File: src/pkg/afe_status_pkg.sv
package afe_status_pkg;

   // status word layout
   localparam int STAT_W          = 9;
   localparam int CFG_W           = 9;
   localparam int CFG_REGS        = 7;
   localparam int BIT_PARITY      = 0;
   localparam int BIT_ALARM       = 1;
   localparam int BIT_WAKE_X      = 2;
   localparam int BIT_WAKE_Y      = 3;
   localparam int BIT_WAKE_Z      = 4;
   localparam int BIT_AGC         = 5;
   localparam int BIT_ACT_X       = 6;
   localparam int BIT_ACT_Y       = 7;
   localparam int BIT_ACT_Z       = 8;
   localparam int COL_PARITY_IDX  = 6;
   localparam int CFG_ADDR_W      = 3;
   localparam logic [STAT_W-1:0] STAT_RESET = 9'h001;
   localparam logic [CFG_W-1:0]  CFG_RESET  = 9'h000;

   // live condition inputs from the analog side
   typedef struct packed {
      logic third_channel_active;
      logic second_channel_active;
      logic input_channel_active;
      logic gain_control_active;
      logic input_channel_woke;
      logic alarm_timeout;
      logic standby;
   } cond_type;

   // host command strobes, one cycle each
   typedef struct packed {
      logic                  status_read;
      logic                  sleep_cmd;
      logic                  soft_reset;
      logic                  cfg_write;
      logic [CFG_ADDR_W-1:0] cfg_addr;
      logic [CFG_W-1:0]      cfg_data;
      logic                  cfg_read;
   } cmd_type;

endpackage : afe_status_pkg

File: src/rtl/afe_status_and_config_parity.sv
`timescale 1ns/1ps
// What this block does
// [RULE1] power-on: status zero, parity flag set
// [RULE2] status read clears alarm flag only
// [RULE3] soft reset clears bits eight to two
// [RULE4] bits 8,7,4,3 are meaningless, ignored
// [RULE5] activity bits high passing data, low standby
// [RULE6] host writes row parity in bit 0
// [RULE7] host writes odd column parity, register six
// [RULE8] each config word holds odd ones; only words 0 to 5 are checked, word 6 is not
// [RULE9] parity error sets status bit 0
// [RULE10] alarm time-out sets status bit 1
module afe_status_and_config_parity (
   // clock and reset
   input  wire logic                                 I_CLK_SYS,
   input  wire logic                                 I_RST,
   // analog-side conditions, asynchronous
   input  wire afe_status_pkg::cond_type             I_COND,
   // host commands, same clock
   input  wire afe_status_pkg::cmd_type              I_CMD,
   // read data
   output logic [afe_status_pkg::STAT_W-1:0]         O_STATUS,
   output logic [afe_status_pkg::CFG_W-1:0]          O_CFG_RDATA,
   output logic                                      O_PARITY_FAULT
);

   ////////////////////////////////////////////////////////////////////////////////
   typedef struct packed {
      afe_status_pkg::cond_type                                  sync1;
      afe_status_pkg::cond_type                                  sync2;
      logic                                                      alarm_prev;
      logic [afe_status_pkg::STAT_W-1:0]                         stat;
      logic [afe_status_pkg::CFG_REGS-1:0][afe_status_pkg::CFG_W-1:0] cfg;
      logic [afe_status_pkg::CFG_W-1:0]                          rdata;
   } state_type;

   state_type state_q;
   state_type state_d;
   // per-row and per-column parity results
   logic [afe_status_pkg::COL_PARITY_IDX-1:0]                    row_odd;
   logic [afe_status_pkg::CFG_W-1:0]                             col_odd;
   logic                                                         row_bad;
   logic                                                         col_bad;

   // word decode, storage and readback path
   logic [afe_status_pkg::CFG_REGS-1:0]                          word_sel;
   logic [afe_status_pkg::CFG_REGS:0][afe_status_pkg::CFG_W-1:0] read_chain;
   logic [afe_status_pkg::CFG_W-1:0]                             read_word;
   logic                                                         addr_ok;
   logic                                                         write_en;

   // decoded conditions
   afe_status_pkg::cond_type                                     cond_s;
   logic                                                         act_level;
   logic                                                         agc_level;
   logic                                                         wake_hold;
   logic                                                         alarm_edge;

   // next value of every status field
   logic                                                         act_z_next;
   logic                                                         act_y_next;
   logic                                                         act_x_next;
   logic                                                         agc_next;
   logic                                                         wake_z_next;
   logic                                                         wake_y_next;
   logic                                                         wake_x_next;
   logic                                                         alarm_next;
   logic                                                         parity_next;
   logic [afe_status_pkg::STAT_W-1:0]                            stat_next;

   ////////////////////////////////////////////////////////////////////////////////
   // row parity: each of words 0 to 5 must hold an odd count of ones
   genvar r;
   generate
      for (r = 0; r < afe_status_pkg::COL_PARITY_IDX; r++) begin : g_row
         assign row_odd[r] = ^state_q.cfg[r]; // [RULE6] [RULE8]
      end
   endgenerate

   ////////////////////////////////////////////////////////////////////////////////
   // column parity: the parity word makes every bit column odd
   genvar c;
   generate
      for (c = 0; c < afe_status_pkg::CFG_W; c++) begin : g_col
         logic [afe_status_pkg::CFG_REGS-1:0] column;
         for (genvar k = 0; k < afe_status_pkg::CFG_REGS; k++) begin : g_bit
            assign column[k] = state_q.cfg[k][c];
         end
         assign col_odd[c] = ^column; // [RULE7]
      end
   endgenerate

   // real time, not sticky: a later good write clears the flag again
   assign row_bad = ~(&row_odd);
   assign col_bad = ~(&col_odd);

   ////////////////////////////////////////////////////////////////////////////////
   // one select line per stored word; address seven matches none of them
   genvar w;
   generate
      for (w = 0; w < afe_status_pkg::CFG_REGS; w++) begin : g_word
         assign word_sel[w]     = I_CMD.cfg_addr == 3'(w);
         assign read_chain[w+1] = read_chain[w] | (word_sel[w] ? state_q.cfg[w] : '0);
      end
   endgenerate

   assign read_chain[0] = '0;
   assign read_word     = read_chain[afe_status_pkg::CFG_REGS];
   // dropping the unmapped address avoids aliasing a real word
   assign addr_ok       = |word_sel;
   assign write_en      = I_CMD.cfg_write & addr_ok;

   ////////////////////////////////////////////////////////////////////////////////
   // decoded conditions, all from the second synchroniser stage
   assign cond_s     = state_q.sync2;
   assign act_level  = cond_s.input_channel_active & ~cond_s.standby; // [RULE5]
   assign agc_level  = cond_s.gain_control_active;
   assign wake_hold  = cond_s.input_channel_woke | state_q.stat[afe_status_pkg::BIT_WAKE_X];
   assign alarm_edge = cond_s.alarm_timeout & ~state_q.alarm_prev; // [RULE10]

   ////////////////////////////////////////////////////////////////////////////////
   // activity and gain control: live levels, cleared for a cycle by soft reset
   assign act_z_next  = 1'b0; // [RULE4]
   assign act_y_next  = 1'b0; // [RULE4]
   assign act_x_next  = act_level & ~I_CMD.soft_reset; // [RULE3]
   assign agc_next    = agc_level & ~I_CMD.soft_reset; // [RULE3]

   // wake source holds until a soft reset or a reset
   assign wake_z_next = 1'b0; // [RULE4]
   assign wake_y_next = 1'b0; // [RULE4]
   assign wake_x_next = wake_hold & ~I_CMD.soft_reset; // [RULE3]

   // a status read clears the alarm; a new time-out in the same cycle wins
   assign alarm_next = alarm_edge // [RULE10]
                     | (state_q.stat[afe_status_pkg::BIT_ALARM] & ~I_CMD.status_read); // [RULE2]

   // real-time parity indicator
   assign parity_next = row_bad | col_bad; // [RULE9]

   // assembled word; alarm and parity ignore soft reset, sleep changes nothing
   assign stat_next[afe_status_pkg::BIT_ACT_Z]  = act_z_next;
   assign stat_next[afe_status_pkg::BIT_ACT_Y]  = act_y_next;
   assign stat_next[afe_status_pkg::BIT_ACT_X]  = act_x_next;
   assign stat_next[afe_status_pkg::BIT_AGC]    = agc_next;
   assign stat_next[afe_status_pkg::BIT_WAKE_Z] = wake_z_next;
   assign stat_next[afe_status_pkg::BIT_WAKE_Y] = wake_y_next;
   assign stat_next[afe_status_pkg::BIT_WAKE_X] = wake_x_next;
   assign stat_next[afe_status_pkg::BIT_ALARM]  = alarm_next;
   assign stat_next[afe_status_pkg::BIT_PARITY] = parity_next;

   ////////////////////////////////////////////////////////////////////////////////
   always_comb begin
      state_d = state_q;

      // two-stage synchroniser for the analog-side levels
      state_d.sync1      = I_COND;
      state_d.sync2      = state_q.sync1;
      state_d.alarm_prev = state_q.sync2.alarm_timeout;

      // configuration store
      if (write_en) begin
         state_d.cfg[I_CMD.cfg_addr] = I_CMD.cfg_data;
      end

      // readback; the unmapped address reads zero
      if (I_CMD.cfg_read) begin
         state_d.rdata = read_word;
      end

      // status word
      state_d.stat = stat_next;

      // synchronous reset overrides every update of this cycle
      if (I_RST) begin
         state_d      = '0;
         state_d.stat = afe_status_pkg::STAT_RESET; // [RULE1]
      end
   end

   ////////////////////////////////////////////////////////////////////////////////
   // every register of the block lives in state_q
   always_ff @(posedge I_CLK_SYS) begin
      state_q <= state_d;
   end

   ////////////////////////////////////////////////////////////////////////////////
   // outputs straight from the state register
   assign O_STATUS       = state_q.stat;
   assign O_CFG_RDATA    = state_q.rdata;
   assign O_PARITY_FAULT = state_q.stat[afe_status_pkg::BIT_PARITY];

endmodule : afe_status_and_config_parity

File: config.mk
export PLATFORM = sky130hd
export DESIGN_NAME = afe_status_and_config_parity
export DESIGN_NICKNAME = d
export VERILOG_FILES = /design/src/pkg/afe_status_pkg.sv /design/src/rtl/afe_status_and_config_parity.sv
export SDC_FILE = /design/constraint.sdc
export NUM_CORES = 1
export LEC_CHECK = 0
export BUFFER_PORTS_ARGS = -buffer_cell sky130_fd_sc_hd__buf_2
export CAP_MARGIN = 40
export CORE_MARGIN = 5
export CORE_UTILIZATION = 30
export CTS_CLUSTER_SIZE = 10
export DETAILED_ROUTE_END_ITERATION = 10
export GPL_TIMING_DRIVEN = 0
export RECOVER_POWER = 100
export SKIP_CTS_REPAIR_TIMING = 1
export SLEW_MARGIN = 20
export SYNTH_ARGS = -nofsm -noshare
export SYNTH_HDL_FRONTEND = slang
export SYNTH_SLANG_ARGS = --single-unit
export TNS_END_PERCENT = 10
File: constraint.sdc
create_clock -name I_CLK_SYS -period 1.5 [get_ports I_CLK_SYS]
set_input_delay 0.075 -clock I_CLK_SYS [delete_from_list [all_inputs] [get_ports I_CLK_SYS]]
set_output_delay 0.075 -clock I_CLK_SYS [all_outputs]
set_load 0.02 [all_outputs]
== Word-level counts from Yosys, hierarchy flattened ==
Cells that the tools add are included.
Widths: inputs -> output; s select.

* Eq/ne operators: 6
* Reduce and logical (&&, ||, !) cells: 20
* Bitwise gates (word level): 22
* Multiplexer cells: 10
* Magnitude comparators: 2

{| class="wikitable"
|+ Operator list
! operator !! count
|-
| $mux 9 || 8
|-
| $bwmux 63 || 1
|-
| $reduce_xor 7->1 || 9
|-
| $or 9x9->9 || 6
|-
| $reduce_xor 9->1 || 6
|-
| $demux 9 s3 || 1
|-
| $eq 3x3->1 const B || 3
|-
| $reduce_and 9->1 || 1
|-
| $and 1x1->1 || 7
|-
| $reduce_or 7->1 || 1
|-
| $eq 3x2->1 const B || 2
|-
| $not 1->1 || 6
|-
| $reduce_and 6->1 || 1
|-
| $lt 3x4->1 const B || 1
|-
| $eq 3x1->1 const B || 1
|-
| $ge 3x1->1 const B || 1
|-
| $logic_not 3->1 || 1
|-
| $or 1x1->1 || 3
|-
| $logic_and 1x1->1 || 1
|}

* Logic and storage cells: 81
* Register bits: 92
* Bits of input ports: 26
* Output and inout bits: 19

== Depth between registers and ports, before layout ==
Gate-level depths: netlist (run 1).

* Word-level depth: 8
* Mapped depth: 7
* Gate-level depth less buffers: 5

== Least setup slack after synthesis (run 1) ==
OpenSTA, ideal clock, no wires.

* Path type: flip-flop to flip-flop
* From: register state_q (netlist bit g_col[3].column[2])
* To: register state_q (netlist bit O_STATUS[0])
* Clock period less this slack: 1.510 ns
* Arrival time: 1.375 ns
* Data required time: 1.365 ns
* Path slack: -0.010 ns
* Stages on the path, launching flop included: 6
* Library setup time: 0.135 ns
* Buffers on the path: 0
* Path through: dfxtp_1 > xor2_1 > xnor3_1 > xnor2_1 > nor4_1 > nand4_1

* Cells in the longest elaborated chain, start to end: 4
* Elaborated cells on any way between the ends: 7
* Classes of those cells: bitwise: 3; reduce/logical: 4

{| class="wikitable"
|+ RTL lines
! what !! RTL line !! RTL
|-
| start: declaration || afe_status_and_config_parity.sv:37 || <nowiki>state_type state_q;</nowiki>
|-
| start signal: assignment || afe_status_and_config_parity.sv:183 || <nowiki>state_q <= state_d;</nowiki>
|-
| $reduce_xor 7->1 or $reduce_xor 9->1 (tied branches) || afe_status_and_config_parity.sv:89, afe_status_and_config_parity.sv:76 ||
|-
| $reduce_and 9->1 or $reduce_and 6->1 (tied branches) || afe_status_and_config_parity.sv:95, afe_status_and_config_parity.sv:94 ||
|-
| $not 1->1 (on tied branches) || afe_status_and_config_parity.sv:95, afe_status_and_config_parity.sv:94 ||
|-
| $or 1x1->1 * || afe_status_and_config_parity.sv:138 || <nowiki>assign parity_next = row_bad | col_bad;</nowiki>
|}

Every way passes the cells marked *; elsewhere a longest branch is shown, timed or not.
A chain may end at the register's enable or synchronous reset.

== Worst setup path after layout (run 1) ==
* From: register state_q (netlist bit g_col[3].column[0])
* To: register state_q (netlist bit O_STATUS[0])

The elaborated chain is that of the path after synthesis.

==> results of run 1 <==
## power by group through the flow
| stage | registers [mW] | logic [mW] | clock network [mW] |
|---|---|---|---|
| floorplan | 2.50 | 0.466 | 0 |
| CTS | 2.46 | 0.666 | 2.29 |
| detailed placement | 2.52 | 0.663 | 0 |
| global placement | 2.51 | 0.653 | 0 |
| finish | 2.46 | 0.689 | 2.24 |
| global route | 2.47 | 0.742 | 2.39 |
## registers in the layout, indices dropped and copies added (netlist names)
register,count
g_col.column,63
O_CFG_RDATA,9
state_q,6
O_STATUS,5
cond_s,4
agc_level,1
## stage by stage
stage	hold slack (ns)	instances	cell area [um2]	setup WS, ns	setup TNS (ns)
floorplan	0.151	526	4620	0.000745	0
global placement	0.287	747	5020	-0.494	-17.10
finish	0.0255	775	5480	-0.272	-0.998
detailed placement	0.299	750	5040	-0.466	-13.11
global route	0.0239	775	5480	-0.348	-2.39
CTS	-0.0713	765	5340	-0.475	-0.475
## worst paths after layout
| path | start | cells after the start | to |
|---|---|---|---|
| setup / recovery | g_col[3].column[0]$_SDFFE_PP0P_ | 5 | O_STATUS[0]$_SDFF_PP1_ |
| hold / removal | I_CMD[9] | 3 | g_col[8].column[4]$_SDFFE_PP0P_ |
| setup reg to reg | g_col[3].column[0]$_SDFFE_PP0P_ | 5 | O_STATUS[0]$_SDFF_PP1_ |
| hold reg to reg | cond_s[0]$_SDFF_PP0_ | 1 | O_STATUS[6]$_SDFF_PP0_ |
## worst max-delay path, stage by stage, from the launching register on
cell and delay (ns):
dfxtp_1 0.46, xnor2_1 0.20, xnor3_1 0.46, xnor2_1 0.14
nor3_1 0.21, nand4_1 0.15
## layer usage
layer / vias to the layer above / part of all wire / track usage
met1: 1845 / 0.44 / 0.213
met2: 152 / 0.45 / 0.252
met4: 0 / 0.031 / 0.0680
met3: 30 / 0.079 / 0.0323
li1: 1854 / - / -
met5: - / 0 / 0
## area by class of cell
class	instances	area, um2	share of cell area
buffer	42	238	0.0434
clock buffer	10	239	0.0436
clock inverter	5	57.6	0.0105
multi-input combinational	396	2660	0.486
sequential	88	1790	0.327
tap	188	235	0.0429
timing repair buffer	46	256	0.0468
## logic make-up (layout without fill, tap and decap cells)
logic type	Yosys count	in the layout	synth area share
xor gates and xnor gates	88	88	0.210
buffers and inverters	42	103	0.0527
other	1	4	0.000814
muxes	19	19	0.0617
AOI/OAI and AO/OA	90	90	0.109
DFF	88	88	0.383
and+or+nand+nor	195	195	0.183
## placed cells by master, fill, tap and decap left out, drive strengths merged
cell type	n
a2111oi	2
a211oi	6
a21oi	66
a221o	1
a311oi	2
a31oi	1
a32oi	1
and3	1
buf	42
bufinv	1
clkbuf	49
clkinv	1
clkinvlp	3
conb	4
dfxtp	88
dlygate4sd3	7
mux2	2
mux2i	10
mux4	7
nand2	134
nand2b	7
nand3	4
nand3b	1
nand4	2
nor2	19
nor2b	16
nor3	6
nor3b	2
nor4	2
nor4b	1
o211ai	5
o21ai	5
o22ai	1
xnor2	59
xnor3	14
xor2	15
==> flow_metrics.py, run 1 <==
metrics = {
    "outcome": {
        "status": "finished with violations",
        "violations": "setup timing",
    },
    "clock_tree": {
        "insertion_delay_ns": 0.35,
        "cts_tree": "done",
        "cts_sinks": 88,
        "h-tree-depth": 3,
        "cts_buffers": 9,
        "path_clk_slew_ns": 0.06,
        "clockBufferDepth": 2,
        "cts_root_buf": "clkbuf_16",
    },
    "floorplanning": {
        "die_area_um2": 17900,
        "die_height_um": 134,
        "die-width_um": 134,
        "row_count": 45,
        "initial_utilization": 0.304,
        "core_um2": 15100,
        "io_pins": 45,
    },
    "detailed_routing": {
        "wire_per_inst_um": 18.3,
        "firstDrtPassIters": 5,
        "routed_wl_mm": 14.2,
        "vias": 3881,
        "viasPerCell": 5.01,
        "drt_iter0_markers": 283,
        "drc": 0,
        "ant_nets": 0,
    },
    "global_route": {
        "antenna_found_initial": 0,
        "grt_pass1_vias": 3745,
        "grt_pass1_wl_mm": 21.5,
        "grt_max_degree": 15,
        "grt_usage": 0.160,
        "gr-total-overflow": 0,
    },
    "sta": {
        "timing_hold_violations_final": 0,
        "slew-limit-headroom": 0.417,
        "setup_slack_ns": -0.272,
        "fin_crit_ns": 1.77,
        "slew_viol_final": 0,
        "tightest_slew_ns": 0.871,
        "finalCritPeriodShare": 1.18,
        "skew_ns": 0.00595,
        "rsz0062_at_grt": "yes",
        "setup_viol": 16,
        "max_freq_mhz": 564,
    },
    "layout": {
        "num-fill-cells": 1540,
        "drive_gt1_frac": 0.169,
        "fin_nets": 609,
        "antenna_cells": 0,
        "syn2layout_area_growth_pct": 19.0,
        "fin_util": 0.362,
    },
    "yosys": {
        "synth-seq-cells": 88,
        "syn_avg_cell_area_um2": 8.81,
        "ys_warn_count": 0,
        "synth.yosys.seq_area_share": 0.383,
        "ys_types": 38,
        "netlist_instances": 523,
        "synthArstFlopShare": 0,
        "yosysMostFrequentCell": "nand2_1",
        "synth_area_um2": 4610,
        "synth_area_leaders": "dfxtp_1 38%, xnor2_1 11%, nand2_1 11%, a21oi_1 7.2%, xnor3_1 5.9%",
        "synthTopCellsByCount": "134 x nand2_1, 88 x dfxtp_1, 66 x a21oi_1",
        "synth_largest_area_cell": "dfxtp_1",
        "synth-edff-count": 0,
        "synth_top_area_frac": 0.383,
        "synth-main-ff-cell": "dfxtp_1",
    },
    "setup_path": {
        "worstPathArrival_ns": 1.97,
        "critPathMaxFanout": 4,
        "crit_type": "flop to flop",
        "required_ns": 1.70,
        "cp-end-kind": "flop",
        "start_kind": "flop",
        "r2r_slack_ns": -0.27,
    },
    "placed_design": {
        "dp_hpwl_mm": 10.1,
        "port_buffers": 33,
        "gp_congestion": 0.987,
    },
    "power": {
        "power_frac_comb": 0.128,
        "p_switching_mw": 1.36,
        "p_clk_frac": 0.415,
        "p_leak_nw": 2.00,
        "p_seq_frac": 0.457,
        "p_int_mw": 4.02,
        "power.total_mw": 5.39,
        "p_per_area_nw_per_um2": 984,
        "irDropWorstVdd_uv": 502,
        "switching_share": 0.253,
    },
    "flow_run": {
        "drv_cap": 0,
    },
    "min_path": {
        "hp-class": "input port to flop",
    },
}
Power figures use the tool's default switching activity.
==> run 2, diff against run 1 <==
--- a/config.mk
+++ b/config.mk
@@ -7,7 +7,6 @@
 export LEC_CHECK = 0
 export BUFFER_PORTS_ARGS = -buffer_cell sky130_fd_sc_hd__buf_2
 export CAP_MARGIN = 40
-export CORE_MARGIN = 5
 export CORE_UTILIZATION = 30
 export CTS_CLUSTER_SIZE = 10
 export DETAILED_ROUTE_END_ITERATION = 10
==> run 2 against run 1 <==
Die area decreased by 12%. Count of clock-buffer cells in the layout grew 2. Design area shrank 0.16%. Via count fell by 0.75%. Final cell count down 0.77%. The flow finishes with violations (DRC, hold timing, setup timing).
==> flow_metrics.py, run 2 (synthesis results as in run 1) <==
metrics = {
    "detailed_routing": {
        "routed_wl_mm": 13.5,
        "wire_per_inst_um": 17.6,
        "drt_iter0_markers": 367,
        "drc": 1,
        "vias": 3852,
        "viasPerCell": 5.01,
        "ant_nets": 0,
        "firstDrtPassIters": 8,
    },
    "setup_path": {
        "cp-end-kind": "flop",
        "crit_buf_inv": 0,
        "cpPeakStageDelay_ns": 0.40,
        "cp_top_family": "XOR/XNOR gates",
        "worstPathArrival_ns": 2.02,
        "critPathMostFrequentCell": "nand4_1",
        "crit_type": "flop to flop",
        "path_cells": "xnor3_1, xnor3_2, nand4_1, nor4_4, nand4_1",
        "critPathMaxFanout": 4,
        "required_ns": 1.70,
        "start_kind": "flop",
        "crit_start": "g_col[2].column[3]$_SDFFE_PP0P_",
        "r2r_slack_ns": -0.32,
        "slowest_stage": "xnor3_1",
        "r2r_start": "g_col[2].column[3]$_SDFFE_PP0P_",
    },
    "sta": {
        "finalCritPeriodShare": 1.22,
        "slew_viol_final": 0,
        "rsz0062_at_grt": "yes",
        "setup_viol": 2,
        "timing_hold_violations_final": 1,
        "finalSetupTns_ns": -0.516,
        "setup_slack_ns": -0.324,
        "slew-limit-headroom": 0.422,
        "timing.hold.ws_ns": -0.0133,
        "fin_crit_ns": 1.82,
        "skew_ns": 0.00453,
        "tightest_slew_ns": 0.864,
        "max_freq_mhz": 548,
    },
    "clock_tree": {
        "cts_root_buf": "clkbuf_16",
        "cts_sinks": 88,
        "insertion_delay_ns": 0.35,
        "clockBufferDepth": 2,
        "cts_tree": "done",
        "cts_buffers": 9,
        "path_clk_slew_ns": 0.06,
        "h-tree-depth": 3,
    },
    "global_route": {
        "grt_pass1_wl_mm": 20.5,
        "grt_usage": 0.175,
        "grt_max_degree": 14,
        "gr-total-overflow": 0,
        "grt_pass1_vias": 3570,
        "antenna_found_initial": 0,
    },
    "placed_design": {
        "dp_hpwl_mm": 9.72,
        "port_buffers": 33,
        "gp_congestion": 1.03,
    },
    "power": {
        "p_leak_nw": 2.02,
        "irDropWorstVdd_uv": 520,
        "p_per_area_nw_per_um2": 1020,
        "power.total_mw": 5.60,
    },
    "outcome": {
        "violations": "DRC, hold timing, setup timing",
        "status": "finished with violations",
    },
    "floorplanning": {
        "io_pins": 45,
        "die-width_um": 126,
        "die_height_um": 126,
        "initial_utilization": 0.312,
        "core_um2": 14800,
        "die_area_um2": 15900,
        "row_count": 44,
    },
    "layout": {
        "drive_gt1_frac": 0.157,
        "syn2layout_area_growth_pct": 18.8,
        "fin_nets": 607,
        "largest_register_ffs": 63,
        "final_cell_mix": "134 x nand2_1, 72 x dfxtp_1, 66 x a21oi_1",
        "antenna_cells": 0,
        "final_common_cell": "nand2_1",
    },
    "min_path": {
        "holdCritStartpoint": "I_CMD[16]",
        "hp-class": "input port to flop",
    },
    "flow_run": {
        "drv_cap": 0,
    },
}
## run 2: cell count changes in the layout (fill, tap and decap cells not counted), moves of 2 or more
cell	delta
clkinvlp_4	-3
xnor2_1	+3
xnor2_2	-3
clkbuf_1	+2
## run 2: stage by stage
stage	worst slack (ns)	util	cell area [um2]	hold WS, ns	cells
after global routing	-0.358	0.371	5470	0.0137	769
after global placement	-0.476	0.340	5010	0.288	743
after CTS	-0.490	0.363	5360	-0.0822	761
after floorplan	0.000745	-	4620	0.151	526
after detailed placement	-0.471	0.341	5040	0.291	746
final	-0.324	0.371	5470	-0.0133	769
## run 2: final timing paths
path | end | cells past startpoint
min reg2reg | O_STATUS[6]$_SDFF_PP0_ | 1
max reg2reg | O_STATUS[0]$_SDFF_PP1_ | 5
max | O_STATUS[0]$_SDFF_PP1_ | 5
min | O_STATUS[1]$_SDFF_PP0_ | 3
## run 2: layout make-up
type,count,area (um2)
fillers,1472,9280
repair buffers,44,238
flip-flops and latches,88,1790
clock buffers,12,256
well taps,184,230
clock inverters,3,65.1
multi-input cells,396,2650
plain buffers,42,240
## run 2: worst register-to-register path, cell delays in order (launching register included)
cell and delay, ns:
dfxtp_4 0.36, xnor3_1 0.40, xnor3_2 0.25, nand4_1 0.15
nor4_4 0.33, nand4_1 0.17
## run 2: metal layers
layer / vias to the layer above / wire length, um / global-route usage / part of all wire
met5: - / 0 / 0 / 0
met4: 0 / 718 / 0.112 / 0.053
met3: 46 / 961 / 0.0442 / 0.071
met2: 157 / 5880 / 0.255 / 0.43
met1: 1807 / 5990 / 0.231 / 0.44
li1: 1842 / - / - / -
## run 2: power by group
group	total (mW)	leakage [nW]	internal, mW	switching (mW)
sequential	2.46	0.725	2.40	0.0619
clock	2.45	0.159	1.54	0.914
combinational	0.687	1.14	0.301	0.385
total	5.60	2.02	4.24	1.36
==> run 3, diff against run 2 <==
--- a/config.mk
+++ b/config.mk
@@ -5,10 +5,11 @@
 export SDC_FILE = /design/constraint.sdc
 export NUM_CORES = 1
 export LEC_CHECK = 0
+export ABC_AREA = 1
 export BUFFER_PORTS_ARGS = -buffer_cell sky130_fd_sc_hd__buf_2
 export CAP_MARGIN = 40
 export CORE_UTILIZATION = 30
-export CTS_CLUSTER_SIZE = 10
+export CTS_CLUSTER_SIZE = 24
 export DETAILED_ROUTE_END_ITERATION = 10
 export GPL_TIMING_DRIVEN = 0
 export RECOVER_POWER = 100
==> run 3 against run 2 <==
The run ends with hold timing, setup timing left. Maximum frequency up 21%. Non-clock buffer count down 2. Register-to-register slack better by 0.31 ns. Wire length up 17%. Critical path depth up 7. Highest routed layer unchanged. Sequential power up 2%. Count of clock-buffer cells in the layout down 2. Largest power group unchanged. First-iteration DRC count down 18%. Worst hold slack better by 0.0083 ns. Worst setup slack better by 0.31 ns.
==> flow_metrics.py, run 3 <==
metrics = {
    "yosys": {
        "synth_area_um2": 5170,
        "synthArstFlopShare": 0,
        "synth_largest_area_cell": "dfxtp_1",
        "synth-seq-cells": 88,
        "synth-main-ff-cell": "dfxtp_1",
        "synth_area_leaders": "dfxtp_1 34%, nand2_1 21%, inv_1 7.6%, a21oi_1 7.0%, o21ai_0 6.9%",
        "synth.yosys.seq_area_share": 0.341,
        "synth_top_area_frac": 0.341,
        "synthTopCellsByCount": "284 x nand2_1, 104 x inv_1, 88 x dfxtp_1",
        "synth-edff-count": 0,
        "netlist_instances": 826,
        "yosysMostFrequentCell": "nand2_1",
        "ys_types": 29,
        "ys_warn_count": 0,
        "syn_avg_cell_area_um2": 6.25,
    },
    "global_route": {
        "grt_usage": 0.181,
        "grt_pass1_wl_mm": 24.4,
        "grt_use_met1": 0.245,
        "antenna_found_initial": 0,
        "gr-total-overflow": 0,
        "grt_pass1_vias": 4524,
        "top_usage_layer": "met2",
        "grt.met3_usage": 0.0183,
        "grt_max_degree": 15,
        "use_met2": 0.298,
    },
    "sta": {
        "slew_viol_final": 0,
        "rsz0062_at_grt": "yes",
        "max_freq_mhz": 662,
        "setup_viol": 1,
        "timing_hold_violations_final": 2,
        "fin_crit_ns": 1.51,
        "timing.hold.ws_ns": -0.00497,
        "setup_slack_ns": -0.0116,
        "skew_ns": 0.00878,
        "finalCritPeriodShare": 1.01,
        "tightest_slew_ns": 0.586,
        "finalSetupTns_ns": -0.0116,
        "slew-limit-headroom": 0.609,
    },
    "outcome": {
        "status": "finished with violations",
        "violations": "hold timing, setup timing",
    },
    "flow_run": {
        "drv_cap": 0,
    },
    "power": {
        "p_leak_nw": 2.88,
        "p_per_area_nw_per_um2": 943,
        "irDropWorstVdd_uv": 503,
    },
    "clock_tree": {
        "clockBufferDepth": 2,
        "insertion_delay_ns": 0.35,
        "h-tree-depth": 3,
        "cts_sinks": 88,
        "path_clk_slew_ns": 0.07,
        "cts_buffers": 9,
        "cts_root_buf": "clkbuf_16",
        "cts_tree": "done",
    },
    "floorplanning": {
        "io_pins": 45,
        "die_area_um2": 17700,
        "row_count": 47,
        "initial_utilization": 0.309,
        "die_height_um": 133,
        "core_um2": 16700,
        "die-width_um": 133,
    },
    "layout": {
        "largest_register_ffs": 63,
        "final_area_um2": 6100,
        "fin_util": 0.366,
        "final_cell_mix": "278 x nand2_1, 94 x inv_1, 72 x a21oi_1",
        "drive_gt1_frac": 0.159,
        "final_common_cell": "nand2_1",
        "antenna_cells": 0,
        "syn2layout_area_growth_pct": 18.2,
        "fin_nets": 909,
    },
    "detailed_routing": {
        "ant_nets": 0,
        "wire_per_inst_um": 14.3,
        "drt_iter0_markers": 302,
        "vias": 5263,
        "viasPerCell": 4.75,
        "drc": 0,
        "firstDrtPassIters": 4,
        "routed_wl_mm": 15.8,
    },
    "setup_path": {
        "slowest_stage": "dfxtp_2",
        "critPathMostFrequentCell": "nand2_1",
        "path_cells": "inv_1, nand2_1, nand2_1, nand2_1, nand2_1, nor2_1, nor2_1, nand2_1, nor2_1, nand2_1, nor2_1, nand3_1",
        "crit_type": "flop to flop",
        "critPathMaxFanout": 5,
        "worstPathArrival_ns": 1.74,
        "cp-end-kind": "flop",
        "cpPeakStageDelay_ns": 0.34,
        "start_kind": "flop",
        "required_ns": 1.72,
    },
    "min_path": {
        "hp-class": "input port to flop",
    },
    "placed_design": {
        "gp_congestion": 0.841,
        "port_buffers": 35,
        "place_area_um2": 5630,
        "dp_hpwl_mm": 12.0,
    },
}
[run 3: cell types whose count changed in the layout (fill, tap and decap cells not counted), sizes merged, moves of 8 or more]
cell    change
nor2b      -16
o22ai      +18
mux2i      -10
inv       +108
a221oi      +8
xnor3      -14
nand2     +155
o21ai      +67
nand3      +35
clkbuf     -32
nor2       +29
xnor2      -43
buf        +27
[run 3: power by group]
group	internal [mW]	switching, mW	total, mW	leakage [nW]
Clock	1.33	0.973	2.30	0.152
Sequential	2.42	0.0835	2.51	0.731
Combinational	0.338	0.613	0.952	2.00
[run 3: cell families (layout without fill, tap and decap cells)]
kind of cell,count (synthesis),in the layout,synth area share
buffers and inverters,149,208,0.128
other,1,4,0.000726
and+or+nand+nor,379,379,0.290
AOI/OAI and AO/OA,180,180,0.189
xor gates and xnor gates,29,29,0.0506
DFF,88,88,0.341
[run 3: routing by layer]
layer	vias to the layer above	share of wire
li1	2737	-
met1	2373	0.46
met2	134	0.48
met3	19	0.047
met4	0	0.020
met5	-	0
[run 3: metrics by stage]
step,setup WS [ns],power (mW),cells,hold slack [ns]
6_report,-0.0116,5.76,1108,-0.00497
4_1_cts,-0.0925,5.76,1100,-0.0819
5_1_grt,-0.144,6.01,1108,0.0163
2_1_floorplan,0.249,3.19,829,0.144
3_3_place_gp,-0.0604,3.46,1084,0.278
3_5_place_dp,-0.0750,3.47,1084,0.284
[run 3: final cells by class]
class                           count  area, um2
Fill cell                        1872      10600
Multi-Input combinational cell    592       2790
Sequential cell                    88       1810
Inverter                          108        405
Tap cell                          220        275
Buffer                             41        273
Timing Repair Buffer               43        253
Clock buffer                       10        239
Clock inverter                      6       58.8
[run 3: critical path: cells and delay by family, from the launching register on]
| family | cells | cell delay, ns |
|---|---|---|
| AND/OR/NAND/NOR | 11 | 0.91 |
| flip-flops | 1 | 0.34 |
| buffers and inverters | 1 | 0.13 |
[run 3: worst paths after layout]
path	from	to	slack (ns)	cells past startpoint
worst max-delay path	g_col[0].column[4]$_SDFFE_PP0P_	O_STATUS[0]$_SDFF_PP1_	-0.01	12
worst min-delay path	I_RST	g_col[6].column[3]$_SDFFE_PP0P_	-0.005	2
worst max register to register	g_col[0].column[4]$_SDFFE_PP0P_	O_STATUS[0]$_SDFF_PP1_	-0.01	12
worst min register to register	cond_s[0]$_SDFF_PP0_	O_STATUS[6]$_SDFF_PP0_	0.39	1
